### src/hdl/sac_pkg.sv
`default_nettype none
package sac_pkg;
	// register map, one byte register per word offset
	localparam logic [2:0] SAC_OFS_CTRL_A = 3'h0;
	localparam logic [2:0] SAC_OFS_CTRL_B = 3'h1;
	localparam logic [2:0] SAC_OFS_INPUT = 3'h2;
	localparam logic [2:0] SAC_OFS_RES_LOW = 3'h3;
	localparam logic [2:0] SAC_OFS_RES_HIGH = 3'h4;
	localparam logic [2:0] SAC_OFS_POWER = 3'h5;
	localparam int SAC_ADDR_W = 3;
	// converter_control_a fields
	localparam int SAC_CA_EN = 7;
	localparam int SAC_CA_START = 6;
	localparam int SAC_CA_AUTO = 5;
	localparam int SAC_CA_DONE = 4;
	localparam int SAC_CA_IRQEN = 3;
	// input_select_reg fields
	localparam int SAC_IN_LEFT = 5;
	localparam logic [7:0] SAC_POWER_RST = 8'h01;
	// conversion timing: CYC constants in converter clock cycles, HALF constants in half cycles
	localparam logic [5:0] SAC_NORMAL_CYC = 6'h0d;
	localparam logic [5:0] SAC_FIRST_CYC = 6'h19;
	localparam logic [5:0] SAC_NORMAL_HALF_SAMPLE = 6'h03;
	localparam logic [5:0] SAC_FIRST_HALF_SAMPLE = 6'h1b;
	localparam logic [5:0] SAC_AUTO_HALF_SAMPLE = 6'h04;
	localparam logic [5:0] SAC_AUTO_HALF_LEN = 6'h1b;
	localparam logic [2:0] SAC_TRIG_FREE = 3'h0;
	localparam int SAC_RES_W = 10;
	typedef enum logic [1:0] {SAC_IDLE, SAC_ARMED, SAC_CONV} sac_state_t;
endpackage
`default_nettype wire

### src/hdl/sac_sequencer.sv
// Local design decisions: the register offsets and the address-and-strobe port.
`default_nettype none
// Behaviour
// - ten-bit result, zero ground, full scale minus one
// - selections apply only while converter is enabled
// - right aligned default, left aligned on request
// - low byte read locks both result bytes
// - high byte read releases the lock
// - completion flag sets even when locked
// - start bit begins conversion, reads high, clears
// - channel change waits for current conversion
// - auto trigger rising edge resets prescaler, starts
// - held trigger or busy edges start nothing
// - trigger source flag cleared before next trigger
// - done-flag trigger converts continuously after first
// - start bit works in auto mode, reads busy
// - prescaler divides, held reset while disabled
// - software start waits first converter clock rising edge
// - conversion 13 cycles, first after enable 25
// - sample at 1.5, or 13.5 on first
// - completion writes result, sets flag, clears start
// - auto trigger samples at 2, lasts 13.5
// - free running restarts at once, start stays high
// - selection buffered, locked, reopened last cycle
module sac_sequencer #(
	parameter int TRIG_N = 8
) (
	// clock and reset
	input wire logic clk_sys_in,
	input wire logic rst_b_in,
	// register port
	input wire logic [sac_pkg::SAC_ADDR_W-1:0] addr_in,
	input wire logic [7:0] wdata_in,
	input wire logic wr_in,
	input wire logic rd_in,
	output logic [7:0] rdata_out,
	// trigger sources (index 0 is the done flag itself)
	input wire logic [TRIG_N-1:0] trig_src_in,
	// analog front end
	input wire logic [sac_pkg::SAC_RES_W-1:0] comparator_code_in,
	output logic [3:0] channel_select_out,
	output logic [1:0] reference_select_out,
	output logic sample_hold_out,
	output logic analog_enable_out,
	output logic conversion_irq_out
);
	import sac_pkg::*;

	// ============================================================
	// registers
	logic [7:0] ctrl_a_reg;
	logic [2:0] trigger_select_reg;
	logic [7:0] input_select_reg;
	logic [7:0] power_reg;
	logic [15:0] result_reg;
	logic lock_reg;
	logic trig_sync1_reg;
	logic trig_sync2_reg;
	logic trig_prev_reg;
	logic [3:0] channel_reg;
	logic [1:0] ref_reg;
	logic [7:0] presc_reg;
	logic half_tick_reg;
	logic first_reg;
	logic auto_conv_reg;
	logic [5:0] half_cnt_reg;
	logic sample_reg;
	logic irq_reg;
	logic [7:0] rdata_reg;
	sac_state_t state_reg;

	logic enabled;
	logic wr_a, wr_start, trig_level, trig_rise, auto_fire, done, free_mode;
	logic [5:0] end_half, sample_half;
	logic [7:0] presc_half;

	assign enabled = ctrl_a_reg[SAC_CA_EN] && !power_reg[0];
	assign wr_a = wr_in && addr_in == SAC_OFS_CTRL_A;
	assign wr_start = wr_a && wdata_in[SAC_CA_START] && enabled;
	assign free_mode = ctrl_a_reg[SAC_CA_AUTO] && trigger_select_reg == SAC_TRIG_FREE;

	// ============================================================
	// trigger synchronisation and edge detect
	always_ff @(posedge clk_sys_in or negedge rst_b_in) begin
		if (!rst_b_in) begin
			trig_sync1_reg <= 1'b0;
			trig_sync2_reg <= 1'b0;
			trig_prev_reg <= 1'b0;
		end else begin
			trig_sync1_reg <= trig_src_in[trigger_select_reg];
			trig_sync2_reg <= trig_sync1_reg;
			trig_prev_reg <= trig_level;
		end
	end
	// source 0 is the done flag itself, it needs no synchroniser
	assign trig_level = (trigger_select_reg == SAC_TRIG_FREE) ? ctrl_a_reg[SAC_CA_DONE]
		: trig_sync2_reg;
	// edges seen while busy are dropped: no pending latch
	assign trig_rise = trig_level && !trig_prev_reg;
	// the source flag must fall before a new rise is seen
	assign auto_fire = ctrl_a_reg[SAC_CA_AUTO] && enabled && trig_rise && state_reg == SAC_IDLE
		&& trigger_select_reg != SAC_TRIG_FREE;

	// ============================================================
	// prescaler: produces a tick per converter clock half period
	assign presc_half = 8'h01 << (ctrl_a_reg[2:0] == 3'h0 ? 3'h0 : ctrl_a_reg[2:0] - 3'h1);
	always_ff @(posedge clk_sys_in or negedge rst_b_in) begin
		if (!rst_b_in) begin
			presc_reg <= 8'h00;
			half_tick_reg <= 1'b0;
		end else if (!enabled || auto_fire) begin
			presc_reg <= 8'h00;
			half_tick_reg <= 1'b0;
		end else if (presc_reg >= presc_half - 8'h01) begin
			presc_reg <= 8'h00;
			half_tick_reg <= 1'b1;
		end else begin
			presc_reg <= presc_reg + 8'h01;
			half_tick_reg <= 1'b0;
		end
	end

	// ============================================================
	// conversion sequencer, counted in converter half cycles
	// a phase bit tracks converter clock level so starts land on a rising edge
	logic phase_reg;
	always_ff @(posedge clk_sys_in or negedge rst_b_in) begin
		if (!rst_b_in) begin
			phase_reg <= 1'b0;
		end else if (!enabled || auto_fire) begin
			phase_reg <= 1'b0;
		end else if (half_tick_reg) begin
			phase_reg <= !phase_reg;
		end
	end

	assign end_half = auto_conv_reg ? SAC_AUTO_HALF_LEN
		: (first_reg ? SAC_FIRST_CYC << 1 : SAC_NORMAL_CYC << 1);
	assign sample_half = auto_conv_reg ? SAC_AUTO_HALF_SAMPLE
		: (first_reg ? SAC_FIRST_HALF_SAMPLE : SAC_NORMAL_HALF_SAMPLE);
	assign done = state_reg == SAC_CONV && half_tick_reg && half_cnt_reg == end_half - 6'h01;

	always_ff @(posedge clk_sys_in or negedge rst_b_in) begin
		if (!rst_b_in) begin
			state_reg <= SAC_IDLE;
			half_cnt_reg <= 6'h00;
			auto_conv_reg <= 1'b0;
		end else if (!enabled) begin
			state_reg <= SAC_IDLE;
			half_cnt_reg <= 6'h00;
			auto_conv_reg <= 1'b0;
		end else begin
			unique case (state_reg)
				SAC_IDLE: begin
					half_cnt_reg <= 6'h00;
					if (auto_fire) begin
						state_reg <= SAC_CONV;
						auto_conv_reg <= 1'b1;
					end else if (wr_start) begin
						state_reg <= SAC_ARMED;
						auto_conv_reg <= 1'b0;
					end
				end
				SAC_ARMED: begin
					// low phase about to rise: next half tick is a rising edge
					if (half_tick_reg && !phase_reg) begin
						state_reg <= SAC_CONV;
					end
				end
				SAC_CONV: begin
					if (half_tick_reg) begin
						half_cnt_reg <= half_cnt_reg + 6'h01;
					end
					if (done) begin
						half_cnt_reg <= 6'h00;
						auto_conv_reg <= 1'b0;
						// free running restarts with no gap
						state_reg <= free_mode ? SAC_CONV : SAC_IDLE;
					end
				end
			endcase
		end
	end

	always_ff @(posedge clk_sys_in or negedge rst_b_in) begin
		if (!rst_b_in) begin
			first_reg <= 1'b1;
		end else if (!enabled) begin
			first_reg <= 1'b1;
		end else if (done) begin
			first_reg <= 1'b0;
		end
	end

	always_ff @(posedge clk_sys_in or negedge rst_b_in) begin
		if (!rst_b_in) begin
			sample_reg <= 1'b0;
		end else begin
			sample_reg <= state_reg == SAC_CONV && half_cnt_reg < sample_half;
		end
	end

	// ============================================================
	// channel and reference buffering
	always_ff @(posedge clk_sys_in or negedge rst_b_in) begin
		if (!rst_b_in) begin
			channel_reg <= 4'h0;
			ref_reg <= 2'h0;
		end else if (enabled && (state_reg != SAC_CONV
			|| half_cnt_reg >= end_half - 6'h02)) begin
			channel_reg <= input_select_reg[3:0];
			ref_reg <= input_select_reg[7:6];
		end
	end

	// ============================================================
	// software registers
	always_ff @(posedge clk_sys_in or negedge rst_b_in) begin
		if (!rst_b_in) begin
			ctrl_a_reg <= 8'h00;
		end else begin
			if (wr_a) begin
				ctrl_a_reg[SAC_CA_EN] <= wdata_in[SAC_CA_EN];
				ctrl_a_reg[SAC_CA_AUTO] <= wdata_in[SAC_CA_AUTO];
				ctrl_a_reg[SAC_CA_IRQEN] <= wdata_in[SAC_CA_IRQEN];
				ctrl_a_reg[2:0] <= wdata_in[2:0];
			end
			// start bit reads one through every conversion
			ctrl_a_reg[SAC_CA_START] <= wr_start || (enabled && (state_reg != SAC_IDLE)
				&& !(done && !free_mode));
			// set wins over write-one-to-clear
			if (done) begin
				ctrl_a_reg[SAC_CA_DONE] <= 1'b1;
			end else if (wr_a && wdata_in[SAC_CA_DONE]) begin
				ctrl_a_reg[SAC_CA_DONE] <= 1'b0;
			end
		end
	end

	always_ff @(posedge clk_sys_in or negedge rst_b_in) begin
		if (!rst_b_in) begin
			trigger_select_reg <= 3'h0;
			input_select_reg <= 8'h00;
			power_reg <= SAC_POWER_RST;
		end else if (wr_in) begin
			if (addr_in == SAC_OFS_CTRL_B) begin
				trigger_select_reg <= wdata_in[2:0];
			end
			if (addr_in == SAC_OFS_INPUT) begin
				input_select_reg <= wdata_in;
			end
			if (addr_in == SAC_OFS_POWER) begin
				power_reg <= {7'h00, wdata_in[0]};
			end
		end
	end

	// ============================================================
	// result bytes and read lock
	always_ff @(posedge clk_sys_in or negedge rst_b_in) begin
		if (!rst_b_in) begin
			result_reg <= 16'h0000;
		end else if (done && !lock_reg) begin
			// comparator code is zero at ground, 3ff at reference minus one step
			result_reg <= input_select_reg[SAC_IN_LEFT] ? {comparator_code_in, 6'h00}
				: {6'h00, comparator_code_in};
		end
	end

	always_ff @(posedge clk_sys_in or negedge rst_b_in) begin
		if (!rst_b_in) begin
			lock_reg <= 1'b0;
		end else if (rd_in && addr_in == SAC_OFS_RES_HIGH) begin
			lock_reg <= 1'b0;
		end else if (rd_in && addr_in == SAC_OFS_RES_LOW) begin
			lock_reg <= 1'b1;
		end
	end

	always_ff @(posedge clk_sys_in or negedge rst_b_in) begin
		if (!rst_b_in) begin
			rdata_reg <= 8'h00;
		end else if (rd_in) begin
			unique case (addr_in)
				SAC_OFS_CTRL_A: rdata_reg <= ctrl_a_reg;
				SAC_OFS_CTRL_B: rdata_reg <= {5'h00, trigger_select_reg};
				SAC_OFS_INPUT: rdata_reg <= input_select_reg;
				SAC_OFS_RES_LOW: rdata_reg <= result_reg[7:0];
				SAC_OFS_RES_HIGH: rdata_reg <= result_reg[15:8];
				SAC_OFS_POWER: rdata_reg <= power_reg;
				default: rdata_reg <= 8'h00;
			endcase
		end else begin
			rdata_reg <= 8'h00;
		end
	end

	always_ff @(posedge clk_sys_in or negedge rst_b_in) begin
		if (!rst_b_in) begin
			irq_reg <= 1'b0;
		end else begin
			irq_reg <= ctrl_a_reg[SAC_CA_DONE] && ctrl_a_reg[SAC_CA_IRQEN];
		end
	end

	assign rdata_out = rdata_reg;
	assign conversion_irq_out = irq_reg;
	assign sample_hold_out = sample_reg;
	assign channel_select_out = channel_reg;
	assign reference_select_out = ref_reg;
	assign analog_enable_out = ctrl_a_reg[SAC_CA_EN];
endmodule
`default_nettype wire

### config.mk
export PLATFORM = sky130hd
export DESIGN_NAME = sac_sequencer
export DESIGN_NICKNAME = d
export VERILOG_FILES = /design/src/hdl/sac_pkg.sv /design/src/hdl/sac_sequencer.sv
export SDC_FILE = /design/constraint.sdc
export NUM_CORES = 1
export LEC_CHECK = 0
export CAP_MARGIN = 20
export CORE_ASPECT_RATIO = 0.8
export CORE_MARGIN = 1
export CORE_UTILIZATION = 55
export DETAILED_ROUTE_END_ITERATION = 10
export DONT_BUFFER_PORTS = 1
export PLACE_DENSITY_LB_ADDON = 0.08
export SYNTH_ARGS = -nofsm -noshare
export SYNTH_HDL_FRONTEND = slang
export SYNTH_SLANG_ARGS = --single-unit
### constraint.sdc
create_clock -name clk_sys_in -period 4.4 [get_ports clk_sys_in]
set_input_delay 0.44 -clock clk_sys_in [delete_from_list [all_inputs] [get_ports clk_sys_in]]
set_output_delay 0.44 -clock clk_sys_in [all_outputs]
set_load 0.02 [all_outputs]
# ---- After elaboration in Yosys (flattened, before gate mapping)
# Cells that the tools add are included.
dict set report totals {
  reg_bits 76
  elab_cells 135
  input_bits 33
  output_inout_bits 17
}
dict set report op_classes {
  n_mux 38
  magnitude_cmp 4
  n_shift 1
  add_sub_neg 6
  eq_ne 15
  reduce_logical 48
}
# op count
set op_table {}
lappend op_table {{$pmux W8 S6} 1}
lappend op_table {{$mux W6} 5}
lappend op_table {{$mux W8} 3}
lappend op_table {{$logic_and A1 B1 Y1} 23}
lappend op_table {{$mux W16} 1}
lappend op_table {{$mux W1} 15}
lappend op_table {{$mux W2} 6}
lappend op_table {{$pmux W6 S2} 1}
lappend op_table {{$mux W5} 2}
lappend op_table {{$logic_not A3 Y1} 3}
lappend op_table {{$add A8 B1 Y8 const B} 1}
lappend op_table {{$ge A8 B8 Y1} 1}
lappend op_table {{$ne A4 B4 Y1 const B} 2}
lappend op_table {{$reduce_and A2 Y1} 4}
lappend op_table {{$reduce_bool A2 Y1} 4}
lappend op_table {{$shl A1 B3 Y8 const A} 1}
lappend op_table {{$sub A8 B1 Y8 const B} 1}
lappend op_table {{$logic_not A1 Y1} 7}
lappend op_table {{$add A6 B1 Y6 const B} 1}
lappend op_table {{$eq A3 B2 Y1 const B} 2}
lappend op_table {{$eq A3 B3 Y1 const B} 2}
lappend op_table {{$eq A6 B6 Y1} 1}
lappend op_table {{$ge A6 B6 Y1} 1}
lappend op_table {{$lt A6 B5 Y1} 1}
lappend op_table {{other kinds (19)} 23}

# ---- Logic depth before layout (Yosys ltp)
# Gate-level depths: netlist of the first run.
dict set report logic_depth {
  depth_word 9
  ltp_mapped 16
}

# ---- Worst setup path before layout of the first run
# OpenSTA, ideal clock, no wires.
dict set report synth_path {
  path_kind {register to register}
  start {register ctrl_a_reg[1]}
  end {register half_tick_reg}
  path_buffers 2
  setup_slack_ps 983
  required_time_ps 4267
  t_arrival_ps 3285
  period_less_slack_ps 3417
  path_stages_with_launch 17
  setup_ps 133
  path_cell_list {dfrtp_1 clkbuf_1 nor2_1 ha_1 clkbuf_1 o21a_1 o21ai_0 ha_1 nand2_1 o22ai_1 a211oi_1 o21ai_0 ha_1 a21o_1 a2111oi_0 o21ai_1 nor2b_1}
}
dict set report synth_via {
  elab_chain_cells 7
}
# element line_no
set synth_rtl {}
lappend synth_rtl {{from (decl)} sac_sequencer.sv:51} ;# logic [7:0] ctrl_a_reg;
lappend synth_rtl {{from (signal, indexed assignment)} sac_sequencer.sv:223} ;# ctrl_a_reg[SAC_CA_EN] <= wdata_in[SAC_CA_EN];
lappend synth_rtl {{from (signal, indexed assignment)} sac_sequencer.sv:224} ;# ctrl_a_reg[SAC_CA_AUTO] <= wdata_in[SAC_CA_AUTO];
lappend synth_rtl {{from (signal, indexed assignment)} sac_sequencer.sv:225} ;# ctrl_a_reg[SAC_CA_IRQEN] <= wdata_in[SAC_CA_IRQEN];
lappend synth_rtl {{$sub A3 B1 Y3 or $logic_not A3 Y1 (tied branches)} sac_sequencer.sv:106} ;# assign presc_half = 8'h01 << (ctrl_a_reg[2:0] == 3'h0 ? 3'h0 : ctrl_a_reg[2:0] - 3'h1);
lappend synth_rtl {{$mux W3 *} sac_sequencer.sv:106}
lappend synth_rtl {{$shl A1 B3 Y8 *} sac_sequencer.sv:106}
lappend synth_rtl {{$sub A8 B1 Y8 *} sac_sequencer.sv:114} ;# end else if (presc_reg >= presc_half - 8'h01) begin
lappend synth_rtl {{$ge A8 B8 Y1 *} sac_sequencer.sv:114}
lappend synth_rtl {{$mux W1 *} sac_sequencer.sv:114}
lappend synth_rtl {{$mux W1 *} sac_sequencer.sv:111} ;# end else if (!enabled || auto_fire) begin
lappend synth_rtl {{to (signal assigned)} sac_sequencer.sv:110} ;# half_tick_reg <= 1'b0;
lappend synth_rtl {{to (signal assigned)} sac_sequencer.sv:113} ;# half_tick_reg <= 1'b0;
lappend synth_rtl {{to (signal assigned)} sac_sequencer.sv:116} ;# half_tick_reg <= 1'b1;
lappend synth_rtl {{to (decl)} sac_sequencer.sv:63} ;# logic half_tick_reg;
# Every way passes the cells marked *; elsewhere a longest branch is shown, timed or not.
# A chain may end at the register's enable or synchronous reset.

# ---- Final worst setup path of the first run
dict set report layout_path {
  start {register ctrl_a_reg[1]}
  end {register presc_reg[3]}
}
dict set report layout_via {
  elab_chain_cells 7
}
# element line_no
set layout_rtl {}
lappend layout_rtl {{$sub A3 B1 Y3 or $logic_not A3 Y1 (tied branches)} sac_sequencer.sv:106}
lappend layout_rtl {{$mux W3 *} sac_sequencer.sv:106}
lappend layout_rtl {{$shl A1 B3 Y8 *} sac_sequencer.sv:106}
lappend layout_rtl {{$sub A8 B1 Y8 *} sac_sequencer.sv:114}
lappend layout_rtl {{$ge A8 B8 Y1 *} sac_sequencer.sv:114}
lappend layout_rtl {{$mux W8 *} sac_sequencer.sv:114}
lappend layout_rtl {{$mux W8 *} sac_sequencer.sv:111}
lappend layout_rtl {{to (signal assigned)} sac_sequencer.sv:118} ;# presc_reg <= presc_reg + 8'h01;
lappend layout_rtl {{to (decl)} sac_sequencer.sv:62} ;# logic [7:0] presc_reg;
# Marks and branches as above.

==> metrics.md, run 1 <==
| Metric | Value |
|---|---|
| Setup violators final | 0 |
| Shortest clock period the worst path allows after layout | between 3000 and 4000 ps |
| Netlist area before placement | 4130 µm² |
| Synth top area share | 44.8% |
| Post-synth ARST share | 100% |
| GRT Residual Overflow | 0 |
| Gate Count Post-Synth | 390 |
| Kind of start point of the critical path | flop |
| H-tree level count | 3 |
| Relative area change from synthesis to final layout | 7.91% |
| Total power consumption of the routed design | around 2.0 mW |
| Number of buffers inserted by port buffering | 0 |
| TritonCTS Buffers | 9 |
| Source-to-sink clock delay at the later pin of the worst-skew pair | 340 ps |
| Clock tree from TritonCTS | yes |
| Placed wire-length estimate after detailed placement | 5960 µm |
| Largest net degree at the start of global routing | 77 |
| Worst Path Max Fanout | 13 |
| Avg WL per Cell | 17.5 µm |
| Longest Clk Path Bufs | 2 |
| Required time of the critical path | 4660 ps |
| Height of the die | just under 80 µm |
| EDFF count, synth | 0 |
| Cell count after placement | approximately 460 |
| Number of gates resized after CTS | 0 |
| Run status | completed |
| DIE AREA | 7860 µm² |
| Number of filler instances in the final layout | 598 |
| Setup Buffers After CTS | 0 |
| Die W | 98.9 µm |
| Synth Warn # | 0 |
| Post-synthesis sequential element count | 76 |
| Category of the most critical setup path | flop to flop |
| Worst Hold Class | input port to flop |
| Post-CTS clock slew at the launch and capture registers of the worst setup and hold paths | 80 ps |
| Flip-flop count of the largest register, all copies and words added | 16 |
| FF-to-FF path depth | 13 |
| Highest-count cells in the layout ignoring fill and taps | 74 x dfrtp_1, 42 x nand2_1, 25 x mux2_2, 23 x ha_1, 21 x o21ai_0 |
| Final standard cell count with taps included and fillers excluded | 479 |
| Largest cells by area after synthesis | dfrtp_1 45%, ha_1 7.0%, mux2_2 6.8% |
| Initial antenna violation count | 0 |
| Relative slew margins | 49.6% |
| Starting Density | 58.5% |
| Post-route ant nets | 0 |
| Leakage | 1.98 nW |
| Setup repair after global routing missed its margin | no |
| Part of the cycle the worst path needs | about 85% |
| Placed cell areas | 4150 µm² |
| Number of sinks driven by the clock tree | 76 |
| First-pass iteration count of the detailed router | 4 |
| Library cells used by synthesis | 55 |
| Master cell of the clock root buffer | clkbuf_8 |
| Kind of end point of the critical path | flop |
| Diodes inserted | 0 |
| Worst-case clock skew | 7.15 ps |
| Number of rows in the core area | 27 |
| Number of nets in the layout | 444 |
| Share of post-route cells with drive strength above 1 | 18.6% |
| Slew of the pin with the lowest slew margin | 753 ps |
| Via count of the first global-routing pass | 2,798 |
| GRT Resource Usage Total | 22.9% |
| Final-report hold violation count | 0 |
| Share of the yosys chip area belonging to registers | 46.1% |
| Post-route DRC violation count | 0 |
| I/O pin total | 50 |
| Final-layout worst hold slack | 219 ps |
| WP data arrival | 3970 ps |
| Cell depth of the worst min-delay path | 1 |
| Predominant post-synthesis flop cell | dfrtp_1 |
| Leading area contributor after synthesis | dfrtp_1 |
| P per Cell Area | roughly 460 nW/µm² |
| Quantity of hold-fixing buffers added after cts | 2 |
| Max-cap violation count | 0 |
| Routability congestion estimate | 0.846 |
| Final number of max-transition violations | 0 |
| Final-layout setup total negative slack | 0 ps |
| CORE AREA | 7060 µm² |
| Peak Freq | 269 MHz |
| Mapped Nets | about 450 |
| Number of vias per cell after detailed routing | 5.89 |
| Average cell area after synthesis | 10.6 µm² |
| Number of vias in the routed layout | between 2,000 and 3,000 |
| Most common cell after layout, fill and taps aside | dfrtp_1 |
| Overall routed net length | 8380 µm |
| IR Drop Worst-Case VDD | 0.000248 V |
| Design area | 4460 µm² |
| First-pass GRT wire length | ~14,000 µm |
| Drt first-iter violations | 85 |
==> final timing paths <==
check	start	end	slack, ps
min in group asynchronous	rst_b_in	half_cnt_reg[4]	640
max in group asynchronous	rst_b_in	power_reg[0]	3420
worst max register to register	ctrl_a_reg[1]	presc_reg[3]	680
worst min-delay path	rd_in	rdata_out[3]	220
worst max-delay path	ctrl_a_reg[1]	presc_reg[3]	680
worst min register to register	trig_sync1_reg	trig_sync2_reg	350
==> cells in the mapped netlist (all sizes together) (3+ instances only) <==
cell type and instances:
nor2 19, nand3 12, mux2i 11, ha 23
clkbuf 12, dfrtp 74, o21ai 38, mux4 3
nand2b 10, nor2b 7, a22oi 4, mux2 25
a21oi 16, or2 3, xnor2 5, a211oi 3
inv 16, and3 3, and2 8, buf 6
xor2 3, nand3b 3, o22ai 3, nand2 42
nor3 11, o32ai 3
==> routing by layer <==
layer	share of wire [%]	global-route usage (%)	vias up
li1	-	-	1377
met1	47	30.9	1359
met3	5.8	7.62	6
met4	1.0	6.27	0
met2	46	35.5	80
met5	0	0	-
==> power by group <==
group | switching, mW | leakage [nW] | internal, mW
logic | 0.216 | 0.939 | 0.201
clock network | 0.251 | 0.129 | 0.433
registers | 0.145 | 0.908 | 0.796
==> critical path: stages, from the launching register on <==
cell       delay, ps
dfrtp_1          570
nor2_1           140
ha_1             290
o21a_1           130
o21ai_0          240
ha_1             350
o21ai_0          180
a31oi_1          230
o21ai_0          110
ha_1             310
a21o_1           180
a2111oi_0        350
o21ai_1          280
nor3_1           250
==> stage by stage <==
stage / setup slack (ps) / utilization (%)
floorplan: 983 / -
global placement: 905 / 58.8
detailed placement: 710 / 58.8
CTS: 683 / 63.0
global route: 239 / 63.1
finish: 681 / 63.1
==> logic make-up (layout without fill, tap and decap cells) <==
family                     Yosys count  in the layout  synth area share [%]
other                                1              1                0.0908
buffers and inverters               34             36                  4.12
adders and majority gates           23             23                  6.97
xor gates and xnor gates             8              8                  1.70
DFF                                 76             76                  46.1
muxes                               39             39                  11.1
AOI/OAI and AO/OA                   83             83                  13.5
and+or+nand+nor                    126            126                  16.4
==> area by class of cell <==
| class | instances | area (µm²) | area share (%) |
|---|---|---|---|
| Timing Repair Buffer | 5 | 60.1 | 1.35 |
| Clock inverter | 6 | 138 | 3.09 |
| Multi-Input combinational cell | 280 | 2060 | 46.3 |
| Inverter | 16 | 60.1 | 1.35 |
| Sequential cell | 76 | 1900 | 42.7 |
| Tap cell | 87 | 109 | 2.44 |
| Clock buffer | 9 | 124 | 2.78 |
(Power assumes the default switching activity.)
==> inputs of run 2 (changes only) <==
==> constraint.sdc (replaced) <==
create_clock -name clk_sys_in -period 3.84 [get_ports clk_sys_in]
set_input_delay 0.384 -clock clk_sys_in [delete_from_list [all_inputs] [get_ports clk_sys_in]]
set_output_delay 0.384 -clock clk_sys_in [all_outputs]
set_load 0.02 [all_outputs]
==> metrics.md, run 2 (synthesis gave the netlist of run 1 again) <==
| Metric | Value |
|---|---|
| First-pass iteration count of the detailed router | 4 (unchanged) |
| Peak Freq | 275 MHz (+2.3%) |
| Number of filler instances in the final layout | 565 (-5.5%) |
| GRT Resource Usage Total | 23.0% (+0.061 points) |
| Source-to-sink clock delay at the later pin of the worst-skew pair | 350 ps (about the same) |
| Highest-count cells in the layout ignoring fill and taps | 74 x dfrtp_1, 42 x nand2_1, 25 x mux2_2, 23 x ha_1, 21 x o21ai_0 |
| Worst Hold Class | input port to flop |
| H-tree level count | 3 (unchanged) |
| Number of buffers inserted by port buffering | 0 (unchanged) |
| Max-cap violation count | 0 (unchanged) |
| Largest net degree at the start of global routing | 77 (unchanged) |
| Final-report hold violation count | 0 (unchanged) |
| Shortest clock period the worst path allows after layout | 3630 ps (-85.0 ps) |
| Design area | 4470 µm² (+0.34%) |
| Share of post-route cells with drive strength above 1 | 19.3% (+0.72 points) |
| Worst Path Max Fanout | 9 (-4) |
| Number of sinks driven by the clock tree | 76 (unchanged) |
| GRT Residual Overflow | 0 (unchanged) |
| Required time of the critical path | 4100 ps (-560 ps) |
| Initial antenna violation count | 0 (unchanged) |
| Post-route ant nets | 0 (unchanged) |
| Relative area change from synthesis to final layout | 8.27% |
| P per Cell Area | 526 nW/µm² (+15%) |
| Number of vias per cell after detailed routing | 5.93 (+0.57%) |
| I/O pin total | 50 (unchanged) |
| Number of vias in the routed layout | 2,844 (+0.78%) |
| Part of the cycle the worst path needs | 94.6% (+10 points) |
| Routability congestion estimate | 0.836 (-1.1%) |
| Clock tree from TritonCTS | yes |
| DIE AREA | 7860 µm² (unchanged) |
| Final number of max-transition violations | 0 (unchanged) |
| Number of nets in the layout | 445 (+0.23%) |
| Master cell of the clock root buffer | clkbuf_8 |
| CORE AREA | 7060 µm² (unchanged) |
| Setup violators final | 0 (unchanged) |
| WP data arrival | 3900 ps (-70 ps) |
| Diodes inserted | 0 (unchanged) |
| Run status | completed |
| Post-route DRC violation count | 0 (unchanged) |
| Avg WL per Cell | 17.3 µm (-1.1%) |
| Via count of the first global-routing pass | 2,744 (-1.9%) |
| Placed cell areas | 4170 µm² (+0.36%) |
| Worst-case clock skew | 7.76 ps (+0.610 ps) |
| Kind of start point of the critical path | flop |
| Flip-flop count of the largest register, all copies and words added | 16 (unchanged) |
| Die W | 98.9 µm (unchanged) |
| Most common cell after layout, fill and taps aside | dfrtp_1 |
| Height of the die | 79.5 µm (unchanged) |
| Kind of end point of the critical path | flop |
| Relative slew margins | 48.0% (-1.6 points) |
| Drt first-iter violations | 153 (+80%) |
| Leakage | 1.98 nW (+0.31%) |
| Category of the most critical setup path | flop to flop |
| First-pass GRT wire length | 13,800 µm (+0.96%) |
| Overall routed net length | 8310 µm (-0.92%) |
| Longest Clk Path Bufs | 2 (unchanged) |
| TritonCTS Buffers | 9 (unchanged) |
| Total power consumption of the routed design | 2.35 mW (+15%) |
| Final design utilization | 63.3% (+0.21 points) |
| IR Drop Worst-Case VDD | 0.000279 V (+12%) |
| Starting Density | 58.5% (unchanged) |
| Post-CTS clock slew at the launch and capture registers of the worst setup and hold paths | 80 ps (about the same) |
| Number of rows in the core area | 27 (unchanged) |
| Final-layout worst hold slack | 151 ps (-68.4 ps) |
| Slew of the pin with the lowest slew margin | 777 ps (+23.3 ps) |
| Placed wire-length estimate after detailed placement | 5870 µm (-1.5%) |
| Setup Buffers After CTS | 0 (unchanged) |
==> run 2: layout make-up <==
class	instances	area, µm²	share of cell area, %
clock buffers	9	124	2.77
clock inverters	6	138	3.08
inverters	16	60.1	1.34
multi-input cells	280	2070	46.3
flip-flops and latches	76	1900	42.6
well taps	87	109	2.43
repair buffers	6	67.6	1.51
==> run 2: routing by layer <==
layer / vias up / part of all wire (%) / global-route usage [%]
li1: 1381 / - / -
met1: 1376 / 48 / 34.0
met2: 79 / 44 / 33.0
met3: 8 / 6.6 / 6.48
met4: 0 / 0.96 / 5.82
met5: - / 0 / 0
==> run 2: where the power goes <==
group          leakage (nW)  internal [mW]  total, mW  switching, mW
Combinational         0.945          0.235      0.490          0.255
Clock                 0.129          0.496      0.791          0.295
Sequential            0.908          0.912       1.07          0.160
Total                  1.98           1.64       2.35          0.710
==> run 2: final timing paths <==
| kind | from | endpoint | slack (ps) | depth (start not counted) |
|---|---|---|---|---|
| max | ctrl_a_reg[0] | presc_reg[5] | 210 | 15 |
| min | wdata_in[0] | ctrl_a_reg[0] | 150 | 2 |
| max reg2reg | ctrl_a_reg[0] | presc_reg[5] | 210 | 15 |
| min reg2reg | trig_sync1_reg | trig_sync2_reg | 350 | 0 |
| max in group asynchronous | rst_b_in | power_reg[0] | 2920 | 2 |
| min in group asynchronous | rst_b_in | half_cnt_reg[5] | 600 | 2 |
==> run 2: repair_timing <==
item	in CTS	in global routing
gates resized for setup	0	3
setup endpoints to repair	0	8
endpoints found under the hold margin	76	0
hold buffers	2	0
==> run 2: per-stage QoR <==
stage	instances	TNS (ps)	setup slack (ps)
detailed placement	463	0	261
global placement	463	0	452
floorplan	390	0	423
finish	480	0	206
global route	480	-198	-88.4
CTS	480	0	241
==> run 2: critical path: stages, from the launching register on <==
cell       delay, ps
dfrtp_1          480
nor2_2           180
inv_1             60
ha_1             260
a21oi_1          130
o21ai_0          130
ha_1             290
nand2_1          140
o22ai_1           90
a211oi_1         210
o21ai_0          120
ha_1             300
a21o_1           190
a2111oi_1        510
o21ai_2          220
nor3_1           220
